`src/pkg/fpsl_pkg.sv`:
```
// constants, op codes and state types of the flash program/status/lockdown host
// assumes a 10 MHz clk_i and a flash that latches commands on strobe edges
//
// What this block does
// - program is four writes, device pulses itself
// - config 01: exit command needed after success
// - any failure needs exit command
// - set config is four writes, 00/01 only
// - config 01: polling bit high when done
// - host writes exit after fail bit
// - low supply bit set needs exit command
// - all unlocked at reset, six-write lockdown
// - address on late fall, data on rise
package fpsl_pkg;
  localparam int CLK_PERIOD_NS   = 100;
  localparam int T_RESET_LOW_NS  = 500;
  localparam int RESET_LOW_CYC   = (T_RESET_LOW_NS + CLK_PERIOD_NS - 1) / CLK_PERIOD_NS;
  localparam int SYNC_LATENCY    = 4;

  // apb register offsets
  localparam logic [7:0] OFS_CTRL   = 8'h00;
  localparam logic [7:0] OFS_ADDR   = 8'h04;
  localparam logic [7:0] OFS_WDATA  = 8'h08;
  localparam logic [7:0] OFS_STATUS = 8'h0C;
  localparam logic [7:0] OFS_RDATA  = 8'h10;

  // status register bit positions
  localparam int ST_BUSY = 0;
  localparam int ST_DONE = 1;
  localparam int ST_FAIL = 2;
  localparam int ST_LOW  = 3;
  localparam int ST_LOCK = 4;
  localparam int ST_REF  = 5;
  localparam int ST_CFG  = 6;
  localparam int ST_BADC = 7;

  // data pin positions of the status bits
  localparam int DQ_COMPLETION = 7;
  localparam int DQ_TOGGLE     = 6;
  localparam int DQ_FAIL       = 5;
  localparam int DQ_LOW_SUPPLY = 3;
  localparam int DQ_LOCK_IND   = 0;

  localparam logic [19:0] LOCK_IND_OFS = 20'h0_0002;
  localparam logic [1:0]  CFG_AUTO     = 2'b00;
  localparam logic [1:0]  CFG_HOLD     = 2'b01;

  typedef enum logic [2:0] {
    OP_NONE = 3'h0, OP_PROGRAM = 3'h1, OP_SET_CFG = 3'h2, OP_LOCKDOWN = 3'h3,
    OP_ID_EXIT = 3'h4, OP_LOCK_QUERY = 3'h5, OP_READ = 3'h6, OP_HW_RESET = 3'h7
  } fpsl_op_e;

  typedef enum logic [2:0] {
    K_UNLOCK1 = 3'h0, K_UNLOCK2 = 3'h1, K_CMD = 3'h2, K_USER_DATA = 3'h3,
    K_USER_CMD = 3'h4, K_READ = 3'h5, K_END = 3'h6
  } fpsl_step_e;

  // bus write/read sequence of each operation, one step per index
  function automatic fpsl_step_e fpsl_step(input fpsl_op_e op, input logic [2:0] idx);
    fpsl_step_e k;
    k = K_END;
    case (idx)
      3'h0: k = (op == OP_READ) ? K_READ : K_UNLOCK1;
      3'h1: k = (op == OP_READ) ? K_END : K_UNLOCK2;
      3'h2: k = K_CMD;
      3'h3: k = (op == OP_PROGRAM || op == OP_SET_CFG) ? K_USER_DATA :
                (op == OP_LOCKDOWN) ? K_UNLOCK1 : (op == OP_LOCK_QUERY) ? K_READ : K_END;
      3'h4: k = (op == OP_LOCKDOWN) ? K_UNLOCK2 : K_END;
      3'h5: k = (op == OP_LOCKDOWN) ? K_USER_CMD : K_END;
      default: k = K_END;
    endcase
    if (op == OP_NONE || op == OP_HW_RESET) begin
      k = K_END;
    end
    return k;
  endfunction
endpackage

```
`src/logic/fpsl_host.sv`:
```
// host-side controller for the flash program, status and lockdown sequences
// software drives it over apb; the flash is reached through its parallel pins
//
// Design decisions made here: the APB slave port and the register offsets.
`timescale 1ns/1ps
module fpsl_host
  import fpsl_pkg::*;
#(
  parameter int          T_WE_LOW_NS     = 100,
  parameter int          T_ACC_NS        = 100,
  parameter logic [19:0] UNLOCK1_ADDR    = 20'h0_0555,
  parameter logic [19:0] UNLOCK2_ADDR    = 20'h0_02AA,
  parameter logic [15:0] UNLOCK1_DATA    = 16'h00AA,
  parameter logic [15:0] UNLOCK2_DATA    = 16'h0055,
  parameter logic [15:0] CMD_PROGRAM     = 16'h00A0,
  parameter logic [15:0] CMD_SET_CFG     = 16'h00D0,
  parameter logic [15:0] CMD_LOCK_SETUP  = 16'h0080,
  parameter logic [15:0] CMD_LOCK        = 16'h0060,
  parameter logic [15:0] CMD_ID_ENTRY    = 16'h0090,
  parameter logic [15:0] CMD_ID_EXIT     = 16'h00F0
) (
  input  wire logic        clk_i,
  input  wire logic        rst_i,
  input  wire logic [7:0]  paddr_i,
  input  wire logic        psel_i,
  input  wire logic        penable_i,
  input  wire logic        pwrite_i,
  input  wire logic [31:0] pwdata_i,
  output logic      [31:0] prdata_o,
  output logic             pready_o,
  output logic             pslverr_o,
  output logic      [19:0] flash_addr_o,
  output logic      [15:0] flash_dq_o,
  output logic             flash_dq_oe_o,
  input  wire logic [15:0] flash_dq_i,
  output logic             flash_ce_n_o,
  output logic             flash_oe_n_o,
  output logic             flash_we_n_o,
  output logic             flash_rst_n_o
);
  localparam int WE_CYC   = (T_WE_LOW_NS + CLK_PERIOD_NS - 1) / CLK_PERIOD_NS;
  localparam int ACC_CYC  = (T_ACC_NS + CLK_PERIOD_NS - 1) / CLK_PERIOD_NS;
  localparam int READ_CYC = ACC_CYC + SYNC_LATENCY;
  if (T_WE_LOW_NS < 1 || T_ACC_NS < 1) begin : g_bad_time
    $error("fpsl_host: timing figures must be positive");
  end
  typedef enum logic [5:0] {
    S_IDLE = 6'b000001, S_STEP = 6'b000010, S_WAIT  = 6'b000100,
    S_POLL = 6'b001000, S_PWAIT = 6'b010000, S_RESET = 6'b100000
  } fpsl_state_e;
  fpsl_state_e state;
  fpsl_op_e    op_q;
  fpsl_step_e  kind;
  logic [2:0]  idx;
  logic [19:0] addr_q, bus_addr;
  logic [15:0] wdata_q, rdata_q, bus_data, bus_rdata, dq_sync;
  logic [7:0]  rst_cnt;
  logic        cfg_hold;
  logic        done_f, fail_f, low_f, lock_f, refused_f, badcfg_f;
  logic        have_prev, prev_toggle, recheck, busy, stopped, flagged;
  logic        bus_start, bus_write, bus_done;
  logic        wr_acc, start_req;
  fpsl_op_e    req_op;
  // apb offset to register index, shared by read and write
  function automatic logic [2:0] reg_index(input logic [7:0] a);
    case (a)
      OFS_CTRL:   return 3'h1;
      OFS_ADDR:   return 3'h2;
      OFS_WDATA:  return 3'h3;
      OFS_STATUS: return 3'h4;
      OFS_RDATA:  return 3'h5;
      default:    return 3'h0;
    endcase
  endfunction
  // command byte of each operation
  function automatic logic [15:0] cmd_code(input fpsl_op_e op, input logic [2:0] i);
    case (op)
      OP_PROGRAM:    return CMD_PROGRAM;
      OP_SET_CFG:    return CMD_SET_CFG;
      OP_LOCKDOWN:   return (i == 3'h2) ? CMD_LOCK_SETUP : CMD_LOCK;
      OP_LOCK_QUERY: return CMD_ID_ENTRY;
      default:       return CMD_ID_EXIT;
    endcase
  endfunction
  assign busy      = (state != S_IDLE);
  assign stopped   = have_prev && bus_rdata[DQ_TOGGLE] == prev_toggle;
  assign flagged   = have_prev && (bus_rdata[DQ_FAIL] || bus_rdata[DQ_LOW_SUPPLY]);
  assign kind      = fpsl_step(op_q, idx);
  assign wr_acc    = psel_i && penable_i && pwrite_i;
  assign req_op    = fpsl_op_e'(pwdata_i[2:0]);
  // only a reset may interrupt; other commands written while busy are refused and dropped
  assign start_req = wr_acc && (reg_index(paddr_i) == 3'h1) && req_op != OP_NONE
                     && (!busy || req_op == OP_HW_RESET);
  // apb slave: zero wait states, unmapped offsets answer with an error
  assign pready_o = psel_i && penable_i;
  always_ff @(posedge clk_i or posedge rst_i) begin
    if (rst_i) begin
      prdata_o  <= 32'h0000_0000;
      pslverr_o <= 1'b0;
    end else if (psel_i && !penable_i) begin
      pslverr_o <= (reg_index(paddr_i) == 3'h0);
      case (reg_index(paddr_i))
        3'h1: prdata_o <= {29'h0000_0000, op_q};
        3'h2: prdata_o <= {12'h000, addr_q};
        3'h3: prdata_o <= {16'h0000, wdata_q};
        3'h4: prdata_o <= {24'h00_0000, badcfg_f, cfg_hold, refused_f, lock_f,
                           low_f, fail_f, done_f, busy};
        3'h5: prdata_o <= {16'h0000, rdata_q};
        default: prdata_o <= 32'h0000_0000;
      endcase
    end
  end
  // loaded address and data, frozen while busy
  always_ff @(posedge clk_i or posedge rst_i) begin
    if (rst_i) begin
      addr_q  <= 20'h0_0000;
      wdata_q <= 16'h0000;
    end else if (wr_acc && !busy) begin
      if (reg_index(paddr_i) == 3'h2) begin
        addr_q <= pwdata_i[19:0];
      end
      if (reg_index(paddr_i) == 3'h3) begin
        wdata_q <= pwdata_i[15:0];
      end
    end
  end
  // drive the bus engine from the current step
  always_comb begin
    bus_start = 1'b0;
    bus_write = 1'b1;
    bus_addr  = addr_q;
    bus_data  = wdata_q;
    if (state == S_STEP && kind != K_END) begin
      bus_start = 1'b1;
      case (kind)
        K_UNLOCK1: begin
          bus_addr = UNLOCK1_ADDR;
          bus_data = UNLOCK1_DATA;
        end
        K_UNLOCK2: begin
          bus_addr = UNLOCK2_ADDR;
          bus_data = UNLOCK2_DATA;
        end
        K_CMD: begin
          bus_addr = UNLOCK1_ADDR;
          bus_data = cmd_code(op_q, idx);
        end
        K_USER_CMD: bus_data = cmd_code(op_q, idx);
        K_READ: begin
          bus_write = 1'b0;
          bus_addr  = (op_q == OP_LOCK_QUERY) ? (addr_q | LOCK_IND_OFS) : addr_q;
        end
        default: bus_data = wdata_q;
      endcase
    end else if (state == S_POLL) begin
      bus_start = 1'b1; // poll the last loaded address
      bus_write = 1'b0;
    end
  end
  // sequencer: command writes, polling, exit, reset
  always_ff @(posedge clk_i or posedge rst_i) begin
    if (rst_i) begin
      state       <= S_IDLE;
      op_q        <= OP_NONE;
      idx         <= 3'h0;
      rst_cnt     <= 8'h00;
      have_prev   <= 1'b0;
      prev_toggle <= 1'b0;
      recheck     <= 1'b0;
    end else if (start_req) begin
      op_q      <= req_op;
      idx       <= 3'h0;
      have_prev <= 1'b0;
      recheck   <= 1'b0;
      rst_cnt   <= 8'(RESET_LOW_CYC - 1);
      if (req_op == OP_HW_RESET) begin
        state <= S_RESET; // aborts a running program, its target is then undefined
      end else if (req_op == OP_SET_CFG && wdata_q[1:0] != CFG_AUTO
                   && wdata_q[1:0] != CFG_HOLD) begin
        state <= S_IDLE; // only 00 and 01 are sent
      end else begin
        state <= S_STEP;
      end
    end else begin
      case (state)
        S_STEP: if (kind == K_END) begin
          // sequence issued; for a program the device now times the pulses alone
          state <= (op_q == OP_PROGRAM) ? S_POLL : S_IDLE;
          if (op_q == OP_LOCK_QUERY) begin
            op_q  <= OP_ID_EXIT; // leave identification mode
            idx   <= 3'h0;
            state <= S_STEP;
          end
        end else begin
          state <= S_WAIT;
        end
        S_WAIT: if (bus_done) begin
          idx   <= idx + 3'h1;
          state <= S_STEP;
        end
        S_POLL: state <= S_PWAIT;
        S_PWAIT: if (bus_done) begin
          prev_toggle <= bus_rdata[DQ_TOGGLE];
          have_prev   <= 1'b1;
          state       <= S_POLL;
          if (stopped) begin
            // toggle stopped: exit unless auto return read back the data
            if (cfg_hold || bus_rdata != wdata_q) begin
              op_q  <= OP_ID_EXIT;
              idx   <= 3'h0;
              state <= S_STEP;
            end else begin
              state <= S_IDLE; // device already back in read mode
            end
          end else if (flagged) begin
            // the toggle may stop as the fail bit rises, so read once more
            recheck <= 1'b1;
            if (recheck) begin
              op_q  <= OP_ID_EXIT;
              idx   <= 3'h0;
              state <= S_STEP;
            end
          end
        end
        S_RESET: if (rst_cnt == 8'h00) begin
          state <= S_IDLE;
        end else begin
          rst_cnt <= rst_cnt - 8'h01;
        end
        default: state <= S_IDLE;
      endcase
    end
  end
  // reset pulse of minimum width; device outputs float meanwhile
  always_ff @(posedge clk_i or posedge rst_i) begin
    if (rst_i) begin
      flash_rst_n_o <= 1'b0;
    end else begin
      flash_rst_n_o <= !(start_req && req_op == OP_HW_RESET)
                       && !(state == S_RESET && rst_cnt != 8'h00);
    end
  end
  // config shadow: 00 at power-up, kept over pin reset
  always_ff @(posedge clk_i or posedge rst_i) begin
    if (rst_i) begin
      cfg_hold <= 1'b0;
    end else if (state == S_STEP && kind == K_END && op_q == OP_SET_CFG) begin
      cfg_hold <= wdata_q[0];
    end
  end
  // result flags, cleared by each accepted operation except lock_f, which only a reset or a lock query reading a low indicator clears
  always_ff @(posedge clk_i or posedge rst_i) begin
    if (rst_i) begin
      done_f    <= 1'b0;
      fail_f    <= 1'b0;
      low_f     <= 1'b0;
      lock_f    <= 1'b0;
      refused_f <= 1'b0;
      badcfg_f  <= 1'b0;
      rdata_q   <= 16'h0000;
    end else if (start_req) begin
      done_f    <= 1'b0;
      fail_f    <= 1'b0;
      low_f     <= 1'b0;
      refused_f <= 1'b0;
      badcfg_f  <= (req_op == OP_SET_CFG && wdata_q[1:0] != CFG_AUTO
                    && wdata_q[1:0] != CFG_HOLD);
      if (req_op == OP_HW_RESET) begin
        lock_f <= 1'b0; // device drops every lock on reset
      end
    end else begin
      if (wr_acc && reg_index(paddr_i) == 3'h1 && busy) begin
        refused_f <= 1'b1;
      end
      if (state == S_WAIT && bus_done && kind == K_READ) begin
        rdata_q <= bus_rdata;
        if (op_q == OP_LOCK_QUERY) begin
          lock_f <= bus_rdata[DQ_LOCK_IND]; // high means sector refuses writes
        end
      end
      if (state == S_PWAIT && bus_done) begin
        rdata_q <= bus_rdata;
        // status byte valid once the toggle bit stops in held mode
        if (stopped) begin
          fail_f <= cfg_hold ? bus_rdata[DQ_FAIL] : (bus_rdata != wdata_q);
          low_f  <= (cfg_hold || bus_rdata != wdata_q) && bus_rdata[DQ_LOW_SUPPLY];
        end else if (recheck && flagged) begin
          fail_f <= bus_rdata[DQ_FAIL];
          low_f  <= bus_rdata[DQ_LOW_SUPPLY];
        end
      end
      if (state == S_STEP && kind == K_END && op_q != OP_PROGRAM && op_q != OP_LOCK_QUERY) begin
        done_f <= 1'b1;
      end
      if (state == S_PWAIT && bus_done && stopped && !cfg_hold && bus_rdata == wdata_q) begin
        done_f <= 1'b1; // one-to-zero only, so match means programmed
      end
      if (state == S_RESET && rst_cnt == 8'h00) begin
        done_f <= 1'b1;
      end
    end
  end
  fpsl_in_sync u_sync (
    .clk_i (clk_i),
    .rst_i (rst_i),
    .d_i   (flash_dq_i),
    .q_o   (dq_sync)
  );
  fpsl_bus_cycle #(
    .WE_LOW_CYC (WE_CYC),
    .READ_CYC   (READ_CYC)
  ) u_bus (
    .clk_i     (clk_i),
    .rst_i     (rst_i),
    .start_i   (bus_start),
    .write_i   (bus_write),
    .addr_i    (bus_addr),
    .data_i    (bus_data),
    .abort_i   (start_req && req_op == OP_HW_RESET),
    .dq_sync_i (dq_sync),
    .busy_o    (),
    .done_o    (bus_done),
    .rdata_o   (bus_rdata),
    .addr_o    (flash_addr_o),
    .dq_o      (flash_dq_o),
    .dq_oe_o   (flash_dq_oe_o),
    .ce_n_o    (flash_ce_n_o),
    .oe_n_o    (flash_oe_n_o),
    .we_n_o    (flash_we_n_o)
  );
endmodule // fpsl_host

```
`src/logic/fpsl_in_sync.sv`:
```
// three-stage synchroniser for the flash data pins
// assumes pins change freely with respect to clk_i
`timescale 1ns/1ps
module fpsl_in_sync #(
  parameter int W = 16
) (
  input  wire logic         clk_i,
  input  wire logic         rst_i,
  input  wire logic [W-1:0] d_i,
  output logic      [W-1:0] q_o
);
  if (W < 1) begin : g_bad_width
    $error("fpsl_in_sync: width must be at least one");
  end

  // first stage feeds only the second; output moves when stages two and three agree
  for (genvar b = 0; b < W; b++) begin : g_bit
    logic s1, s2, s3;
    always_ff @(posedge clk_i or posedge rst_i) begin
      if (rst_i) begin
        s1 <= 1'b0;
        s2 <= 1'b0;
        s3 <= 1'b0;
        q_o[b] <= 1'b0;
      end else begin
        s1 <= d_i[b];
        s2 <= s1;
        s3 <= s2;
        if (s2 == s3) begin
          q_o[b] <= s3;
        end
      end
    end
  end
endmodule // fpsl_in_sync

```
`src/logic/fpsl_bus_cycle.sv`:
```
// one asynchronous flash bus cycle: a strobed write or an output-enabled read
// assumes dq_sync_i is the synchronised data bus and the caller waits for done_o
`timescale 1ns/1ps
module fpsl_bus_cycle
  import fpsl_pkg::*;
#(
  parameter int WE_LOW_CYC = 1,
  parameter int READ_CYC   = 5
) (
  input  wire logic        clk_i,
  input  wire logic        rst_i,
  input  wire logic        start_i,
  input  wire logic        write_i,
  input  wire logic [19:0] addr_i,
  input  wire logic [15:0] data_i,
  input  wire logic        abort_i,
  input  wire logic [15:0] dq_sync_i,
  output logic             busy_o,
  output logic             done_o,
  output logic      [15:0] rdata_o,
  output logic      [19:0] addr_o,
  output logic      [15:0] dq_o,
  output logic             dq_oe_o,
  output logic             ce_n_o,
  output logic             oe_n_o,
  output logic             we_n_o
);
  if (WE_LOW_CYC < 1 || WE_LOW_CYC > 255 || READ_CYC < 1 || READ_CYC > 255) begin : g_bad
    $error("fpsl_bus_cycle: cycle counts must lie in 1..255");
  end

  typedef enum logic [4:0] {
    B_IDLE = 5'b00001, B_SETUP = 5'b00010, B_STROBE = 5'b00100,
    B_HOLD = 5'b01000, B_READ = 5'b10000
  } fpsl_bus_e;

  fpsl_bus_e  state;
  logic [7:0] cnt;

  assign busy_o = (state != B_IDLE);

  // chip select leads, write strobe falls later so the address is taken on it
  always_ff @(posedge clk_i or posedge rst_i) begin
    if (rst_i) begin
      state   <= B_IDLE;
      cnt     <= 8'h00;
      done_o  <= 1'b0;
      rdata_o <= 16'h0000;
      addr_o  <= 20'h0_0000;
      dq_o    <= 16'h0000;
      dq_oe_o <= 1'b0;
      ce_n_o  <= 1'b1;
      oe_n_o  <= 1'b1;
      we_n_o  <= 1'b1;
    end else if (abort_i) begin
      state   <= B_IDLE;
      done_o  <= 1'b0;
      dq_oe_o <= 1'b0;
      ce_n_o  <= 1'b1;
      oe_n_o  <= 1'b1;
      we_n_o  <= 1'b1;
    end else begin
      done_o <= 1'b0;
      case (state)
        B_IDLE: if (start_i) begin
          addr_o  <= addr_i;
          dq_o    <= data_i;
          dq_oe_o <= write_i;
          ce_n_o  <= 1'b0;
          oe_n_o  <= write_i;
          cnt     <= 8'(READ_CYC - 1);
          state   <= write_i ? B_SETUP : B_READ;
        end
        B_SETUP: begin
          we_n_o <= 1'b0;
          cnt    <= 8'(WE_LOW_CYC - 1);
          state  <= B_STROBE;
        end
        B_STROBE: if (cnt == 8'h00) begin
          we_n_o <= 1'b1; // data taken on this rising edge
          state  <= B_HOLD;
        end else begin
          cnt <= cnt - 8'h01;
        end
        B_HOLD: begin
          ce_n_o  <= 1'b1; // data held one cycle past the strobe
          dq_oe_o <= 1'b0;
          done_o  <= 1'b1;
          state   <= B_IDLE;
        end
        B_READ: if (cnt == 8'h00) begin
          rdata_o <= dq_sync_i;
          ce_n_o  <= 1'b1;
          oe_n_o  <= 1'b1;
          done_o  <= 1'b1;
          state   <= B_IDLE;
        end else begin
          cnt <= cnt - 8'h01;
        end
        default: state <= B_IDLE;
      endcase
    end
  end
endmodule // fpsl_bus_cycle

```
`config.mk`:
```
export PLATFORM = sky130hd
export DESIGN_NAME = fpsl_host
export DESIGN_NICKNAME = d
export VERILOG_FILES = /design/src/pkg/fpsl_pkg.sv /design/src/logic/fpsl_host.sv /design/src/logic/fpsl_in_sync.sv /design/src/logic/fpsl_bus_cycle.sv
export SDC_FILE = /design/constraint.sdc
export NUM_CORES = 1
export LEC_CHECK = 0
export BUFFER_PORTS_ARGS = -buffer_cell sky130_fd_sc_hd__clkbuf_2
export CAP_MARGIN = 0
export CORE_MARGIN = 2
export CORE_UTILIZATION = 52
export DETAILED_ROUTE_END_ITERATION = 12
export PLACE_DENSITY = 0.84
export SYNTH_ARGS = -nofsm -noshare
export SYNTH_HDL_FRONTEND = slang
export SYNTH_SLANG_ARGS = --single-unit
```
`constraint.sdc`:
```
create_clock -name clk_i -period 6.3 [get_ports clk_i]
set_input_delay 0.315 -clock clk_i [delete_from_list [all_inputs] [get_ports clk_i]]
set_output_delay 0.315 -clock clk_i [all_outputs]
set_load 0.01 [all_outputs]
```
==> results of run 1 <==
-- placed cells by master (no fill, tap or decap), drive strengths merged, types with 6 or more instances in the layout --
cell / netlist / final
a21oi: 38 / 38
a222oi: 8 / 8
a22o: 25 / 25
a22oi: 11 / 11
a31oi: 6 / 6
and2: 7 / 7
clkbuf: 20 / 146
conb: 1 / 12
dfrtp: 233 / 233
dlygate4sd3: 0 / 16
ha: 9 / 9
inv: 12 / 13
maj3: 16 / 16
mux2: 75 / 75
nand2: 96 / 96
nand2b: 6 / 6
nand3: 18 / 18
nand3b: 8 / 8
nor2: 66 / 66
nor2b: 11 / 11
nor3: 22 / 22
nor4: 11 / 11
o21ai: 62 / 62
or3: 7 / 7
xnor2: 7 / 7
xor2: 20 / 20
-- final timing paths --
kind	start	endpoint	depth (start not counted)
max	idx[0]$_DFFE_PP0P_	rdata_q[11]$_DFFE_PP0P_	9
min	rst_i	flash_rst_n_o$_DFF_PP0_	2
max reg2reg	idx[0]$_DFFE_PP0P_	rdata_q[11]$_DFFE_PP0P_	9
min reg2reg	u_sync.g_bit[7].s1$_DFF_PP0_	u_sync.g_bit[7].s2$_DFF_PP0_	0
max in group asynchronous	rst_i	rdata_q[8]$_DFFE_PP0P_	3
min in group clk_i	pwdata_i[18]	addr_q[18]$_DFFE_PP0P_	2
-- through the flow --
stage                     utilization  hold WS [ns]  area [µm²]  power (µW)  worst slack [ns]
after floorplan                     -        0.3312       10600        1672             2.869
after global placement         0.5592        0.3322       11240        1707             2.933
after detailed placement       0.5592        0.3347       11240        1713             2.906
after CTS                      0.6062       0.02022       12190        3118             3.035
after global routing           0.6062       0.01747       12190        3205             2.908
final                          0.6062     -0.008678       12190        3091             3.012
-- timing repair --
action	4_1_cts	5_1_grt
resized for setup	0	0
hold buffers	16	0
buffers inserted	0	0
hold endpoints to repair	16	0
-- metal layers --
layer  track usage  routed length, µm
met1        0.3202              10180
met2        0.3642              11470
met3       0.04094               1665
met4       0.07961                868
met5             0                  0
-- worst reg2reg max path, stage by stage, from the launching register on --
cell,delay (ns)
dfrtp_1,0.42
inv_1,0.10
ha_1,0.28
or2_2,0.37
or3_1,0.33
o31ai_2,0.13
or2_1,0.35
nor4_4,0.12
o211ai_4,0.64
mux2_2,0.44
-- power by group --
group | total, µW | switching [µW] | internal, µW
Sequential | 1580 | 21.2 | 1560
Combinational | 109 | 67.3 | 42.1
Clock | 1400 | 595 | 805
-- cells by family after synthesis --
group / after synthesis / synth area share
AO/OA/AOI/OAI: 197 / 0.1283
XOR/XNOR: 27 / 0.02241
adder cells (fa/ha/maj): 25 / 0.02584
buffers and inverters: 63 / 0.03142
flip-flops: 238 / 0.5649
multiplexers: 80 / 0.09069
other: 1 / 0.0003553
AND/OR/NAND/NOR: 282 / 0.1361
-- final cells by class --
type / count / area, µm²
fillers: 1529 / 7918
flip-flops and latches: 238 / 5962
multi-input cells: 623 / 4302
repair buffers: 132 / 753.2
clock buffers: 35 / 683.2
well taps: 270 / 337.8
clock inverters: 11 / 100.1
inverters: 12 / 48.80
==> impl_metrics.yaml, run 1 <==
outcome:
  status: "finished, violations left"
  failed_checks: "negative hold slack"
die:
  fp.dieW_um: 146.5
  core_um2: 20100
  ios: 136
  die_y_um: 146.5
  num_rows: 52
  dieArea_um2: 21450
  start_util: 0.5250
detailed_routing:
  wl_mm: 24.18
  routed-via-count: 7736
  drtAntennaViolNets: 0
  dr.pass1.iters: 5
  via_per_inst: 5.856
  wl_per_cell_um: 18.31
  drc: 0
  drtIter0Drc: 564
timing:
  hold_viol_final: 34
  slew_headroom: 0.3532
  rsz0062_at_grt: "false"
  fin_hold_ws_ns: -0.008678
  drv_slew: 0
  fin_skew_ns: 0.01183
  finalCriticalPeriod_ns: 3.288
  period_share: 0.5219
  clock.fmax_mhz: 304.2
  setup_tns_ns: 0
  tightest_slew_ns: 0.9702
  setup_viol: 0
critical_path:
  crit_slowest_cell: "o211ai_4"
  start_kind: "flop"
  critical_path.top_delay_family: "simple AND/OR/NAND/NOR gates"
  criticalPathCategory: "reg -> reg"
  path_buf_inv: 1
  worstPathMaxFanout: 16
  critPathCaptureType: "flop"
  r2r_slack_ns: 3.01
  cp.required_ns: 6.69
  worstPathArrival_ns: 3.68
  crit_path_cell_trace: "inv_1 -> ha_1 -> or2_2 -> or3_1 -> o31ai_2 -> or2_1 -> nor4_4 -> o211ai_4 -> mux2_2"
  slowest_delay_ns: 0.64
clock_tree:
  clkSlewWorstSetupHoldPaths_ns: 0.06
  clk_latency_ns: 0.52
  cts_tree: "done"
  clockBufferDepth: 3
  htreeDepth: 1
  cts_buffers: 25
  cts-root-buf: "clkbuf_16"
  clock_sinks: 238
layout:
  diodes: 0
  syn_to_final_growth_pct: 15.47
  fin_cells: 1321
  drive_gt1_frac: 0.2464
  finalNetCount: 1102
  largest_registers: "addr_q (20), prdata_o (20), u_bus.addr_o (20)"
synthesis:
  synth-edff-count: 0
  synthTopCellsByArea: "dfrtp_1 (55%), mux2_2 (6.9%), nand2_1 (3.4%), o21ai_0 (2.8%), nor2_1 (2.3%)"
  synth_top_area_cell: "dfrtp_1"
  synth_most_common_cell: "dfrtp_1"
  ys_warn_count: 0
  syn_area_per_cell_um2: 11.56
  synthCells: 913
  ys_types: 80
  synth_async_sr_flop_share: 1.000
  ys_seq_area_frac: 0.5649
  syn_area_um2: 10550
  synth_top_area_share: 0.5525
  synth_commonest_cells: "dfrtp_1 (233), nand2_1 (96), nor2_1 (66)"
  ys_seq_elements: 238
  synth_ff_type: "dfrtp_1"
global_routing:
  grt_pass1_vias: 7533
  grt_pass1_wl_mm: 39.79
  grt-ovfl-total: 0
  antenna_found_initial: 0
  grt_use_total: 0.2288
  grt_start_max_net_pins: 83
placement:
  hpwl_mm: 16.77
  place_inst: 1259
  numPortBuffers: 111
  gp_congestion: 0.9023
pwr:
  p_leak_uw: 0.005786
  power.density_nw_per_um2: 253.6
  ir_drop_mv: 0.2034
worst_hold_path:
  hold_path.class: "in -> async"
job:
  cap_violations: 0
(Power assumes the default switching activity.)
==> run 2, diff against run 1 <==
Clock period 6.3 ns to 2.75 ns, I/O delays scaled along.
==> impl_metrics.yaml, run 2 (synthesized netlist as in run 1, its figures left out) <==
layout:
  layout_commonest_cell: "dfrtp_1"
  largest_registers: "addr_q (20), prdata_o (20), u_bus.addr_o (20)"
  fin_cells: 1389
  fill_cells: 1428
  finalNetCount: 1174
  drive_gt1_frac: 0.2931
  syn_to_final_growth_pct: 22.53
  diodes: 0
  final_area_um2: 12930
  layout_common_cells: "dfrtp_1 (231), clkbuf_2 (111), nand2_1 (96), nor2_1 (66), mux2_2 (65)"
  post-route-util: 0.6432
clock_tree:
  htreeDepth: 1
  clockBufferDepth: 3
  clkSlewWorstSetupHoldPaths_ns: 0.06
  cts-root-buf: "clkbuf_16"
  cts_buffers: 25
  clk_latency_ns: 0.53
  clock_sinks: 238
  cts_tree: "done"
worst_hold_path:
  hold_path.class: "in -> reg"
  whs_endpoint: "op_q[0]$_DFFE_PP0P_"
  holdPathStages: 4
  min_from: "pwdata_i[0]"
die:
  die_y_um: 146.5
  start_util: 0.5250
  dieArea_um2: 21450
  num_rows: 52
  fp.dieW_um: 146.5
  core_um2: 20100
  ios: 136
timing:
  drv_slew: 0
  fin_skew_ns: 0.01744
  setup_viol: 0
  tightest_slew_ns: 0.8845
  clock.fmax_mhz: 375.4
  period_share: 0.9686
  fin_hold_ws_ns: 0.05781
  hold_viol_final: 0
  finalCriticalPeriod_ns: 2.664
  slew_headroom: 0.4103
placement:
  gp_congestion: 0.9124
  dpl_cell_area_um2: 11670
  hpwl_mm: 17.62
  place_inst: 1307
  numPortBuffers: 111
critical_path:
  worstPathArrival_ns: 3.06
  reg2reg_to: "rdata_q[4]$_DFFE_PP0P_"
  r2r_slack_ns: 0.09
  worstPathMaxFanout: 8
  critPathCaptureType: "flop"
  crit_slowest_cell: "or3_4"
  cp.required_ns: 3.15
  crit_path_cell_trace: "ha_2 -> ha_4 -> a21boi_0 -> or3_4 -> nor4_4 -> buf_4 -> o211ai_4 -> clkbuf_16 -> mux2_4"
  slowest_delay_ns: 0.47
  criticalPathCategory: "reg -> reg"
  r2r_start: "idx[0]$_DFFE_PP0P_"
  start_kind: "flop"
  ff2ff_path_depth: 9
pwr:
  ir_drop_mv: 0.3893
  p_leak_uw: 0.006189
  power.density_nw_per_um2: 550.5
  power.total_uw: 7118
job:
  cap_violations: 0
global_routing:
  grt_pass1_wl_mm: 41.43
  grt-ovfl-total: 0
  antenna_found_initial: 0
  grt_start_max_net_pins: 110
  grt_pass1_vias: 7978
  grt_use_total: 0.2396
detailed_routing:
  drtIter0Drc: 585
  wl_per_cell_um: 18.65
  dr.pass1.iters: 7
  drtAntennaViolNets: 0
  via_per_inst: 5.812
  wl_mm: 25.90
  drc: 0
  routed-via-count: 8073
outcome:
  status: "finished clean"
run 2: cell count changes in the layout (fill, tap and decap cells not counted), moves of 3 or more:
cell / delta
dlygate4sd3_1: +20
clkbuf_1: -5
a21oi_2: +3
clkbuf_8: +5
a21oi_1: -3
ha_2: +3
buf_12: +5
buf_4: +46
ha_1: -4
run 2: critical path, delay by kind of cell, from the launching register on:
kind,cells,cell delay [ns]
and+or+nand+nor,2,0.76
muxes,1,0.30
buffers and inverters,2,0.40
adders and majority gates,2,0.38
DFF,1,0.43
AOI/OAI and AO/OA,2,0.26
run 2: repair_timing:
item,4_1_cts,5_1_grt
endpoints found under the hold margin,139,0
setup endpoints to repair,9,67
hold buffers,36,0
pin swaps,0,5
gates resized for setup,1,19
gates cloned,0,1
buffers inserted,0,3
run 2: area by class of cell:
cell class	count	area (µm²)	share of cell area
Multi-Input combinational cell	623	4372	0.3381
Clock inverter	7	51.30	0.003967
Sequential cell	238	5964	0.4612
Inverter	12	48.80	0.003774
Clock buffer	35	733.2	0.05670
Timing Repair Buffer	204	1424	0.1101
Tap cell	270	337.8	0.02612
run 2: report_power, final:
part	leakage [µW]	internal [µW]	switching, µW	total, µW
combinational	0.00274	128	167	295
clock	0.000384	1860	1340	3200
sequential	0.00306	3580	46.8	3620
run 2: layer usage:
metal	GRT usage	part of all wire	vias to the layer above	routed length, µm
li1	-	-	3646	-
met4	0.1209	0.050	0	1304
met3	0.03063	0.068	89	1749
met2	0.3851	0.47	400	12210
met5	0	0	-	0
met1	0.3237	0.41	3938	10640
run 2: worst max path at each step:
stage / from / endpoint / slack [ns] / cells after the start
after floorplan: rst_i / addr_q[0]$_DFFE_PP0P_ / -0.50 / 1
after global placement: idx[0]$_DFFE_PP0P_ / u_bus.addr_o[11]$_DFFE_PP0P_ / 0.05 / 10
after detailed placement: idx[0]$_DFFE_PP0P_ / u_bus.addr_o[13]$_DFFE_PP0P_ / -0.03 / 10
after CTS: idx[0]$_DFFE_PP0P_ / rdata_q[13]$_DFFE_PP0P_ / 0.02 / 11
after global routing: idx[1]$_DFFE_PP0P_ / rdata_q[4]$_DFFE_PP0P_ / -0.01 / 12
final: idx[0]$_DFFE_PP0P_ / rdata_q[4]$_DFFE_PP0P_ / 0.09 / 9
run 2: per-stage QoR:
stage               worst slack (ns)  setup TNS [ns]
global placement             0.05016               0
global route                -0.01073        -0.01849
floorplan                    -0.5033         -117.26
detailed placement          -0.03145         -0.1828
CTS                          0.01706               0
finish                       0.08638               0
